--- src/gpiop_pkg.sv ---
// Constants of the eight-bit port: register offsets, field positions,
// reset values and bus widths.
// Assumes a 12-bit byte address from the register port.
package gpiop_pkg;

  // ------------------------------------------------------------
  // Bus geometry
  // ------------------------------------------------------------
  localparam int GPIOP_ADDR_WIDTH = 12;
  localparam int GPIOP_DATA_WIDTH = 32;
  localparam int GPIOP_PIN_COUNT  = 8;

  // Address lines that carry the per-bit access mask
  localparam int GPIOP_MASK_LSB   = 2;
  localparam int GPIOP_MASK_MSB   = 9;
  // Address lines that select the aliased pin value window
  localparam int GPIOP_WIN_LSB    = 10;
  localparam int GPIOP_WIN_MSB    = 11;
  localparam logic [1:0] GPIOP_WIN_PIN_VALUE = 2'h0;

  // ------------------------------------------------------------
  // Register offsets
  // ------------------------------------------------------------
  localparam logic [11:0] GPIOP_OFS_PIN_VALUE     = 12'h000;
  localparam logic [11:0] GPIOP_OFS_OUTPUT_ENABLE = 12'h400;
  localparam logic [11:0] GPIOP_OFS_SENSE         = 12'h404;
  localparam logic [11:0] GPIOP_OFS_DUAL_EDGE     = 12'h408;
  localparam logic [11:0] GPIOP_OFS_POLARITY      = 12'h40c;
  localparam logic [11:0] GPIOP_OFS_MASK          = 12'h410;
  localparam logic [11:0] GPIOP_OFS_RAW_STATUS    = 12'h414;
  localparam logic [11:0] GPIOP_OFS_MASKED_STATUS = 12'h418;
  localparam logic [11:0] GPIOP_OFS_CLEAR         = 12'h41c;

  // ------------------------------------------------------------
  // Reset values
  // ------------------------------------------------------------
  localparam logic [7:0]  GPIOP_RST_PIN_VALUE     = 8'h00;
  localparam logic [7:0]  GPIOP_RST_OUTPUT_ENABLE = 8'h00;
  localparam logic [7:0]  GPIOP_RST_SENSE         = 8'h00;
  localparam logic [7:0]  GPIOP_RST_DUAL_EDGE     = 8'h00;
  localparam logic [7:0]  GPIOP_RST_POLARITY      = 8'h00;
  localparam logic [7:0]  GPIOP_RST_MASK          = 8'h00;
  localparam logic [7:0]  GPIOP_RST_STATUS        = 8'h00;
  localparam logic [31:0] GPIOP_RST_READ_DATA     = 32'h0000_0000;

endpackage

--- src/gpiop_port.sv ---
// Eight-bit general-purpose port: data, direction, trigger
// configuration, trigger status and one combined interrupt.
// Assumes a single-cycle register port whose master never
// raises both strobes at once, and pins synchronous to CLK.
`timescale 1ns/1ps

module gpiop_port
  import gpiop_pkg::*;
#(
  parameter int N = GPIOP_PIN_COUNT
) (
  input  wire logic                        CLK,
  input  wire logic                        RST,
  input  wire logic [GPIOP_ADDR_WIDTH-1:0] ADDR,
  input  wire logic [GPIOP_DATA_WIDTH-1:0] WDATA,
  input  wire logic                        WR,
  input  wire logic                        RD,
  output logic      [GPIOP_DATA_WIDTH-1:0] RDATA,
  input  wire logic [N-1:0]                PIN_IN,
  output logic      [N-1:0]                PIN_OUT,
  output logic      [N-1:0]                PIN_OE,
  output logic      [N-1:0]                PIN_IRQ,
  output logic                             IRQ
);

  // ------------------------------------------------------------
  // State
  // ------------------------------------------------------------
  typedef struct packed {
    logic [N-1:0]                pin_value;
    logic [N-1:0]                output_enable;
    logic [N-1:0]                sense;
    logic [N-1:0]                dual_edge;
    logic [N-1:0]                polarity;
    logic [N-1:0]                mask;
    logic [N-1:0]                status;
    logic [N-1:0]                pin_irq;
    logic [GPIOP_DATA_WIDTH-1:0] read_data;
    logic                        irq;
  } gpiop_state_type;

  localparam gpiop_state_type GPIOP_STATE_RESET = '{
    pin_value:     GPIOP_RST_PIN_VALUE[N-1:0],
    output_enable: GPIOP_RST_OUTPUT_ENABLE[N-1:0],
    sense:         GPIOP_RST_SENSE[N-1:0],
    dual_edge:     GPIOP_RST_DUAL_EDGE[N-1:0],
    polarity:      GPIOP_RST_POLARITY[N-1:0],
    mask:          GPIOP_RST_MASK[N-1:0],
    status:        GPIOP_RST_STATUS[N-1:0],
    pin_irq:       GPIOP_RST_STATUS[N-1:0],
    read_data:     GPIOP_RST_READ_DATA,
    irq:           1'b0
  };

  gpiop_state_type s_reg;
  gpiop_state_type s_next;

  // ------------------------------------------------------------
  // Trigger detection
  // ------------------------------------------------------------
  logic [N-1:0] pin_sample;
  logic [N-1:0] trigger_hit;

  gpiop_trigger #(
    .N (N)
  ) u_trigger (
    .clk              (CLK),
    .rst              (RST),
    .pin_level        (PIN_IN),
    .trigger_sense    (s_reg.sense),
    .dual_edge_select (s_reg.dual_edge),
    .trigger_polarity (s_reg.polarity),
    .pin_sample       (pin_sample),
    .trigger_hit      (trigger_hit)
  );

  // ------------------------------------------------------------
  // Address decode
  // ------------------------------------------------------------
  logic         in_value_window;
  logic [N-1:0] access_mask;
  logic         sel_output_enable;
  logic         sel_sense;
  logic         sel_dual_edge;
  logic         sel_polarity;
  logic         sel_mask;
  logic         sel_raw_status;
  logic         sel_masked_status;
  logic         sel_clear;

  // Whole window below the control block is one register
  assign in_value_window   = (ADDR[GPIOP_WIN_MSB:GPIOP_WIN_LSB] == GPIOP_WIN_PIN_VALUE);
  assign access_mask       = ADDR[GPIOP_MASK_LSB +: N];
  assign sel_output_enable = (ADDR == GPIOP_OFS_OUTPUT_ENABLE);
  assign sel_sense         = (ADDR == GPIOP_OFS_SENSE);
  assign sel_dual_edge     = (ADDR == GPIOP_OFS_DUAL_EDGE);
  assign sel_polarity      = (ADDR == GPIOP_OFS_POLARITY);
  assign sel_mask          = (ADDR == GPIOP_OFS_MASK);
  assign sel_raw_status    = (ADDR == GPIOP_OFS_RAW_STATUS);
  assign sel_masked_status = (ADDR == GPIOP_OFS_MASKED_STATUS);
  assign sel_clear         = (ADDR == GPIOP_OFS_CLEAR);

  // ------------------------------------------------------------
  // Pin view and status updates
  // ------------------------------------------------------------
  logic [N-1:0] pin_view;
  logic [N-1:0] write_bits;
  logic [N-1:0] clear_bits;
  logic [N-1:0] masked_status;

  // Outputs show the driven value, inputs the sampled level
  assign pin_view = (s_reg.output_enable & s_reg.pin_value)
                  | (~s_reg.output_enable & pin_sample);

  // Only unmasked output bits take a write
  assign write_bits = access_mask & s_reg.output_enable;

  assign masked_status = s_reg.status & s_reg.mask;

  // Clear by writing ones, or by reading either status view
  always_comb begin
    clear_bits = '0;
    if (WR && sel_clear) begin
      clear_bits = WDATA[N-1:0];
    end else if (RD && (sel_raw_status || sel_masked_status)) begin
      clear_bits = {N{1'b1}};
    end
  end

  // ------------------------------------------------------------
  // Next state
  // ------------------------------------------------------------
  always_comb begin
    s_next           = s_reg;
    s_next.read_data = '0;

    // Register writes; only the low bits hold state
    if (WR) begin
      if (in_value_window) begin
        s_next.pin_value = (s_reg.pin_value & ~write_bits)
                         | (WDATA[N-1:0] & write_bits);
      end
      if (sel_output_enable) begin
        s_next.output_enable = WDATA[N-1:0];
      end
      if (sel_sense) begin
        s_next.sense = WDATA[N-1:0];
      end
      if (sel_dual_edge) begin
        s_next.dual_edge = WDATA[N-1:0];
      end
      if (sel_polarity) begin
        s_next.polarity = WDATA[N-1:0];
      end
      if (sel_mask) begin
        s_next.mask = WDATA[N-1:0];
      end
    end

    // New detections win over a clear in the same cycle
    s_next.status = (s_reg.status & ~clear_bits) | trigger_hit;

    // Register reads; reserved and unmapped bits read as zero
    if (RD) begin
      if (in_value_window) begin
        s_next.read_data[N-1:0] = pin_view & access_mask;
      end else if (sel_output_enable) begin
        s_next.read_data[N-1:0] = s_reg.output_enable;
      end else if (sel_sense) begin
        s_next.read_data[N-1:0] = s_reg.sense;
      end else if (sel_dual_edge) begin
        s_next.read_data[N-1:0] = s_reg.dual_edge;
      end else if (sel_polarity) begin
        s_next.read_data[N-1:0] = s_reg.polarity;
      end else if (sel_mask) begin
        s_next.read_data[N-1:0] = s_reg.mask;
      end else if (sel_raw_status) begin
        s_next.read_data[N-1:0] = s_reg.status;
      end else if (sel_masked_status) begin
        s_next.read_data[N-1:0] = masked_status;
      end else begin
        s_next.read_data = '0;
      end
    end

    // Interrupts gated by the trigger mask
    s_next.pin_irq = s_next.status & s_next.mask;
    s_next.irq     = |(s_next.status & s_next.mask);
  end

  // ------------------------------------------------------------
  // State register
  // ------------------------------------------------------------
  always_ff @(posedge CLK) begin
    if (RST) begin
      s_reg <= GPIOP_STATE_RESET;
    end else begin
      s_reg <= s_next;
    end
  end

  // ------------------------------------------------------------
  // Outputs
  // ------------------------------------------------------------
  assign RDATA   = s_reg.read_data;
  assign PIN_OUT = s_reg.pin_value;
  assign PIN_OE  = s_reg.output_enable;
  assign PIN_IRQ = s_reg.pin_irq;
  assign IRQ     = s_reg.irq;

endmodule // gpiop_port

--- src/gpiop_trigger.sv ---
// Per-pin sampling and trigger detection of the port.
// Assumes pin levels are synchronous to the clock.
`timescale 1ns/1ps
module gpiop_trigger
  import gpiop_pkg::*;
#(
  parameter int N = GPIOP_PIN_COUNT
) (
  input  wire logic         clk,
  input  wire logic         rst,
  input  wire logic [N-1:0] pin_level,
  input  wire logic [N-1:0] trigger_sense,
  input  wire logic [N-1:0] dual_edge_select,
  input  wire logic [N-1:0] trigger_polarity,
  output logic      [N-1:0] pin_sample,
  output logic      [N-1:0] trigger_hit
);

  // ------------------------------------------------------------
  // State
  // ------------------------------------------------------------
  typedef struct packed {
    logic [N-1:0] sample;
    logic [N-1:0] previous;
    logic         sampled;
    logic         primed;
  } gpiop_trig_state_type;

  gpiop_trig_state_type t_reg;
  gpiop_trig_state_type t_next;

  // Sample now, keep the sample before it
  always_comb begin
    t_next          = t_reg;
    t_next.sample   = pin_level;
    t_next.previous = t_reg.sample;
    // Previous sample is real only one cycle after the first one
    t_next.sampled  = 1'b1;
    t_next.primed   = t_reg.sampled;
  end

  always_ff @(posedge clk) begin
    if (rst) begin
      t_reg <= '0;
    end else begin
      t_reg <= t_next;
    end
  end

  assign pin_sample = t_reg.sample;

  // ------------------------------------------------------------
  // Trigger selection per pin
  // ------------------------------------------------------------
  genvar b;
  generate
    for (b = 0; b < N; b++) begin : g_pin
      logic rise;
      logic fall;
      logic edge_hit;
      logic level_hit;
      // No edge from the reset value on the first sample
      assign rise      = t_reg.primed & t_reg.sample[b] & ~t_reg.previous[b];
      assign fall      = t_reg.primed & ~t_reg.sample[b] & t_reg.previous[b];
      assign edge_hit  = dual_edge_select[b] ? (rise | fall)
                       : (trigger_polarity[b] ? rise : fall);
      assign level_hit = trigger_polarity[b] ? t_reg.sample[b] : ~t_reg.sample[b];
      assign trigger_hit[b] = trigger_sense[b] ? level_hit : edge_hit;
    end
  endgenerate

endmodule // gpiop_trigger

--- config.mk ---
export PLATFORM = sky130hd
export DESIGN_NAME = gpiop_port
export DESIGN_NICKNAME = d
export VERILOG_FILES = /design/src/gpiop_pkg.sv /design/src/gpiop_port.sv /design/src/gpiop_trigger.sv
export SDC_FILE = /design/constraint.sdc
export NUM_CORES = 1
export LEC_CHECK = 0
export BUFFER_PORTS_ARGS = -buffer_cell sky130_fd_sc_hd__buf_4
export CAP_MARGIN = 30
export CORE_ASPECT_RATIO = 0.9
export CORE_MARGIN = 3
export CORE_UTILIZATION = 45
export DETAILED_ROUTE_END_ITERATION = 6
export GPL_TIMING_DRIVEN = 0
export HOLD_SLACK_MARGIN = 0.15
export PLACE_DENSITY_LB_ADDON = 0.05
export SETUP_SLACK_MARGIN = 0.15
export SLEW_MARGIN = 20
export SYNTH_ARGS = -nofsm -noshare
export SYNTH_HDL_FRONTEND = slang
export SYNTH_SLANG_ARGS = --single-unit
--- constraint.sdc ---
create_clock -name CLK -period 7.6 [get_ports CLK]
set_clock_uncertainty 0.1 [all_clocks]
set_input_delay 0.76 -clock CLK [delete_from_list [all_inputs] [get_ports CLK]]
set_output_delay 0.76 -clock CLK [all_outputs]
set_load 0.01 [all_outputs]
* Word level (Yosys, flattened, before mapping)
Index checks and enable logic that the tools add are counted.
** Operators by class
- Bitwise gates (word level) :: 72
- Equal/unequal tests :: 8
- Reductions and logical operators :: 11
- Muxes and demuxes :: 45
** Operator list (number)
- equality test 12 x 11 -> 1 bit, second input constant :: 8
- two-way mux 8 bit :: 12
- AND 8 bit :: 9
- AND 1 bit :: 32
- two-way mux 1 bit :: 32
- inverter 8 bit :: 3
- OR 8 bit :: 3
- inverter 1 bit :: 17
- AND reduction 2 bit :: 5
- OR 1 bit :: 8
- OR reduction 8 bit :: 1
- logical AND 1 bit :: 2
- zero test 2 bit :: 1
- two-way mux 2 bit :: 1
- OR reduction 2 bit :: 1
- logical OR 1 bit :: 1
** Storage, ports and cells
- Word-level logic and storage cells :: 151
- Bits in registers :: 115
- Output and inout bits :: 57
- Input port bits :: 56

* Longest topological paths before layout
- Depth after elaboration :: 10
- Gate-level depth with buffers :: 9

* Hierarchy
A second synthesis with hierarchy kept.
** Second synthesis, totals
- Cells, all modules :: 528
- Area, all modules :: 4735.8 µm²
** By module, submodules not included
- gpiop_port :: times used 1, area an instance 3758.6 µm², cells each 409
- gpiop_trigger :: times used 1, area an instance 977.2 µm², cells each 119

* Least setup slack after synthesis
OpenSTA, ideal clock, no wires.
- Kind :: input-to-reg
- From :: in ADDR[6]
- To :: reg s_reg (netlist bit IRQ)
- Path buffers :: 2
- Setup slack :: 4.648 ns
- Arrival time :: 2.727 ns
- Cell stages on the path :: 8
- Library setup time :: 0.125 ns
- Required time :: 7.375 ns
- Cell sequence :: nor4_1 nand4_1 clkbuf_1 nor4b_1 buf_2 mux2i_1 o22ai_1 o41a_1
** Between the ends
- Cells in the longest elaborated chain, start to end :: 10
- Elaborated cells between the ends (all ways) :: 16
** Ends and longest elaborated chain
- start, declared :: RTL line gpiop_port.sv:14 : input wire logic [GPIOP_ADDR_WIDTH-1:0] ADDR,
- equality test 12 x 11 -> 1 bit (on tied branches) :: RTL line gpiop_port.sv:99, gpiop_port.sv:100
- logical OR 1 bit :: RTL line gpiop_port.sv:125 : end else if (RD && (sel_raw_status || sel_masked_status)) begin
- logical AND 1 bit :: RTL line gpiop_port.sv:125
- two-way mux 8 bit :: RTL line gpiop_port.sv:125
- two-way mux 8 bit :: RTL line gpiop_port.sv:123 : if (WR && sel_clear) begin
- inverter 8 bit :: RTL line gpiop_port.sv:161 : s_next.status = (s_reg.status & ~clear_bits) | trigger_hit;
- AND 8 bit :: RTL line gpiop_port.sv:161
- OR 8 bit :: RTL line gpiop_port.sv:161
- AND 8 bit (*) :: RTL line gpiop_port.sv:188 : s_next.irq = |(s_next.status & s_next.mask);
- OR reduction 8 bit (*) :: RTL line gpiop_port.sv:188
- end signal, assigned :: RTL line gpiop_port.sv:198 : s_reg <= s_next;
- end, declared :: RTL line gpiop_port.sv:55 : gpiop_state_type s_reg;
Mark *: on every way between the ends. The rest lies on a longest branch, timed or not.
A chain may end at the register's enable or synchronous reset.

* Worst setup path after layout
- From :: in ADDR[4]
- To :: reg s_reg (netlist bit IRQ)
The elaborated chain is that of the path after synthesis.

==> impl_metrics.toml <==
[setup_path]
path_max_fanout = 10
cp-end-kind = "flop"
path_class = "primary input to flop"
arrival_ns = 3.39
cpMaxStageDelayCell = "clkbuf_1"
critical_path_buf_inv_count = 3
crit_chain = "clkbuf_1, nand4_1, clkbuf_1, nor4b_1, buf_2, mux2i_1, o22ai_1, o41a_1"
cpPeakStageDelay_ns = 0.41
critPathLaunchType = "primary input"
required_ns = 7.73
path_delay_family = "buffers and inverters"
cp_common_cell = "clkbuf_1"

[timing]
worst_pin_slew_ns = 0.821
period_share = 0.430
tns_ns = 0
report.final.slew_viol_count = 0
setup_viol = 0
finalHoldViolCount = 0
min_period_ns = 3.27
rsz0062_at_grt = "false"
slew-limit-headroom = 0.448
fmax_mhz = 306

[hold_path]
hold_path.class = "flop to flop"

[placement]
dp_cells = 764
dpl.hpwl_um = 9960
port_buffers = 60
gp_congestion = 0.924

[floorplan]
core_region_area_um2 = 9870
start_util = 0.469
fp.dieH_um = 102
design.die.area_um2 = 11600
io_pins = 113
fp.dieW_um = 113
num_rows = 34

[flow_run]
cap_violations = 0

[global_route]
grt_max_degree = 14
grt_pass1_wl_um = 20500
antenna_found_initial = 0
overflow = 0
grt.total_usage = 0.228
grt_pass1_vias = 3946

[detailed_routing]
wl_per_cell_um = 16.8
final_antenna_net_count = 0
vias = 4105
vias_per_cell = 5.28
drtIter0Drc = 307
routed_wl_um = 13100
first_pass_iters = 5
post-route-drc-count = 0

[clock_tree]
clk_pin_slew_ns = 0.06
root_buffer = "clkbuf_16"
h-tree-depth = 3
cts.path.max_buffers = 2
cts_hold_buf = 0
postCtsSetupRepairBufs = 0
cts_tree = "done"
clock_latency_ns = 0.34
cts_buffers = 9
cts_resized = 0
cts.sinks = 91

[finish]
fill_cells = 902
drive_above_1_share = 0.250
final_cells = 778
largest_reg_flops = 40
nNetsFinal = 705
num_antenna_cells = 0
area_delta_synth_final_pct = 21.6

[logic_synthesis]
synth_edf_count = 0
synth_area_leader_cell = "dfxtp_1"
avgSynthCellArea_um2 = 8.35
synth_ff_type = "dfxtp_1"
synth_area_um2 = 4630
ys.warnings.count = 0
netlist_top_cells_area = "dfxtp_1, buf_4, mux2i_1"
yosysTopAreaCellShare = 0.393
synth-seq-area-share = 0.393
ys_ff_latch = 91
async_reset_ff_frac = 0
yosys.cell_types.count = 45
syn_inst = 555

[power]
ir_drop_mv = 0.106
p_leak_uw = 0.00240
power_density_nw_per_um2 = 183

[outcome]
status = "finished clean"
[synth_stat cells (2+ instances only)]
| cell | number |
|---|---|
| mux2_2 | 6 |
| a221oi_1 | 2 |
| nor2b_1 | 26 |
| o22ai_1 | 4 |
| a31o_2 | 12 |
| a21o_1 | 11 |
| nand3_1 | 17 |
| and2_1 | 2 |
| nor3_1 | 8 |
| and4b_1 | 2 |
| buf_1 | 3 |
| buf_4 | 58 |
| nor4_1 | 4 |
| buf_2 | 5 |
| or2_2 | 2 |
| a21oi_1 | 39 |
| a2111oi_0 | 8 |
| clkbuf_1 | 20 |
| maj3_1 | 8 |
| a211oi_1 | 5 |
| nor2_1 | 38 |
| mux2i_1 | 32 |
| dfxtp_1 | 91 |
| or3b_2 | 2 |
| o21ai_0 | 16 |
| nand4_1 | 2 |
| nor4_2 | 2 |
| a32oi_1 | 6 |
| inv_1 | 23 |
| a31oi_1 | 13 |
| nand2_1 | 74 |
[report_power, final]
part / internal (uW) / switching, uW
clock network: 284 / 177
logic: 32.7 / 48.1
registers: 483 / 4.37
[cell type report]
cell class,count,area [um^2],share of cell area
Inverter,23,86.3,0.0153
Sequential cell,91,1820,0.323
Tap cell,126,158,0.0280
Timing Repair Buffer,60,450,0.0800
Clock inverter,3,65.1,0.0116
Clock buffer,11,233,0.0413
Buffer,86,547,0.0971
Multi-Input combinational cell,378,2270,0.403
[layout by cell type, fill, tap and decap left out, drive strengths merged, types with 4 or more instances in the layout]
cell	instances
dfxtp	91
o21ai	16
nor4	7
mux2i	32
a32oi	6
buf	126
maj3	8
a21o	11
nand3	17
mux2	6
nor3	8
conb	24
nor2	38
nor2b	26
a31o	13
inv	23
a21oi	39
a211oi	5
a2111oi	8
clkbuf	31
o22ai	4
nand2	74
a31oi	14
[cell families after synthesis]
kind of cell    after synthesis  synth area share
compound gates              119             0.168
xor+xnor                      1           0.00189
fa+ha+maj                     8            0.0173
buf+inv                     109             0.137
flops                        91             0.393
mux                          38            0.0837
other cells                   1          0.000809
simple gates                188             0.198
[through the flow]
stage	total power, uW	worst slack (ns)	utilization	area (um^2)	hold WS (ns)
after floorplan	543	4.65	-	4720	0.314
after global placement	575	4.09	0.540	5330	0.332
after detailed placement	576	4.07	0.540	5330	0.333
after CTS	1040	4.42	0.571	5630	0.347
after global routing	1060	4.14	0.571	5630	0.384
final	1030	4.33	0.571	5630	0.353
[layer usage]
layer / track usage / share of wire / vias up
met5: 0 / 0 / -
met4: 0.0721 / 0.014 / 0
met3: 0.0604 / 0.090 / 16
met2: 0.354 / 0.43 / 175
met1: 0.313 / 0.46 / 1882
li1: - / - / 2032
[worst paths after layout]
check	startpoint	to	slack (ns)	depth (start not counted)
setup / recovery	ADDR[4]	IRQ$_SDFF_PP0_	4.33	8
hold / removal	u_trigger.t_next[0]$_DFF_P_	u_trigger.t_reg[0]$_SDFF_PP0_	0.35	1
setup reg to reg	u_trigger.t_reg[0]$_SDFF_PP0_	IRQ$_SDFF_PP0_	5.30	7
hold reg to reg	u_trigger.t_next[0]$_DFF_P_	u_trigger.t_reg[0]$_SDFF_PP0_	0.35	1
Note: power is estimated with default switching activity, not from simulation.
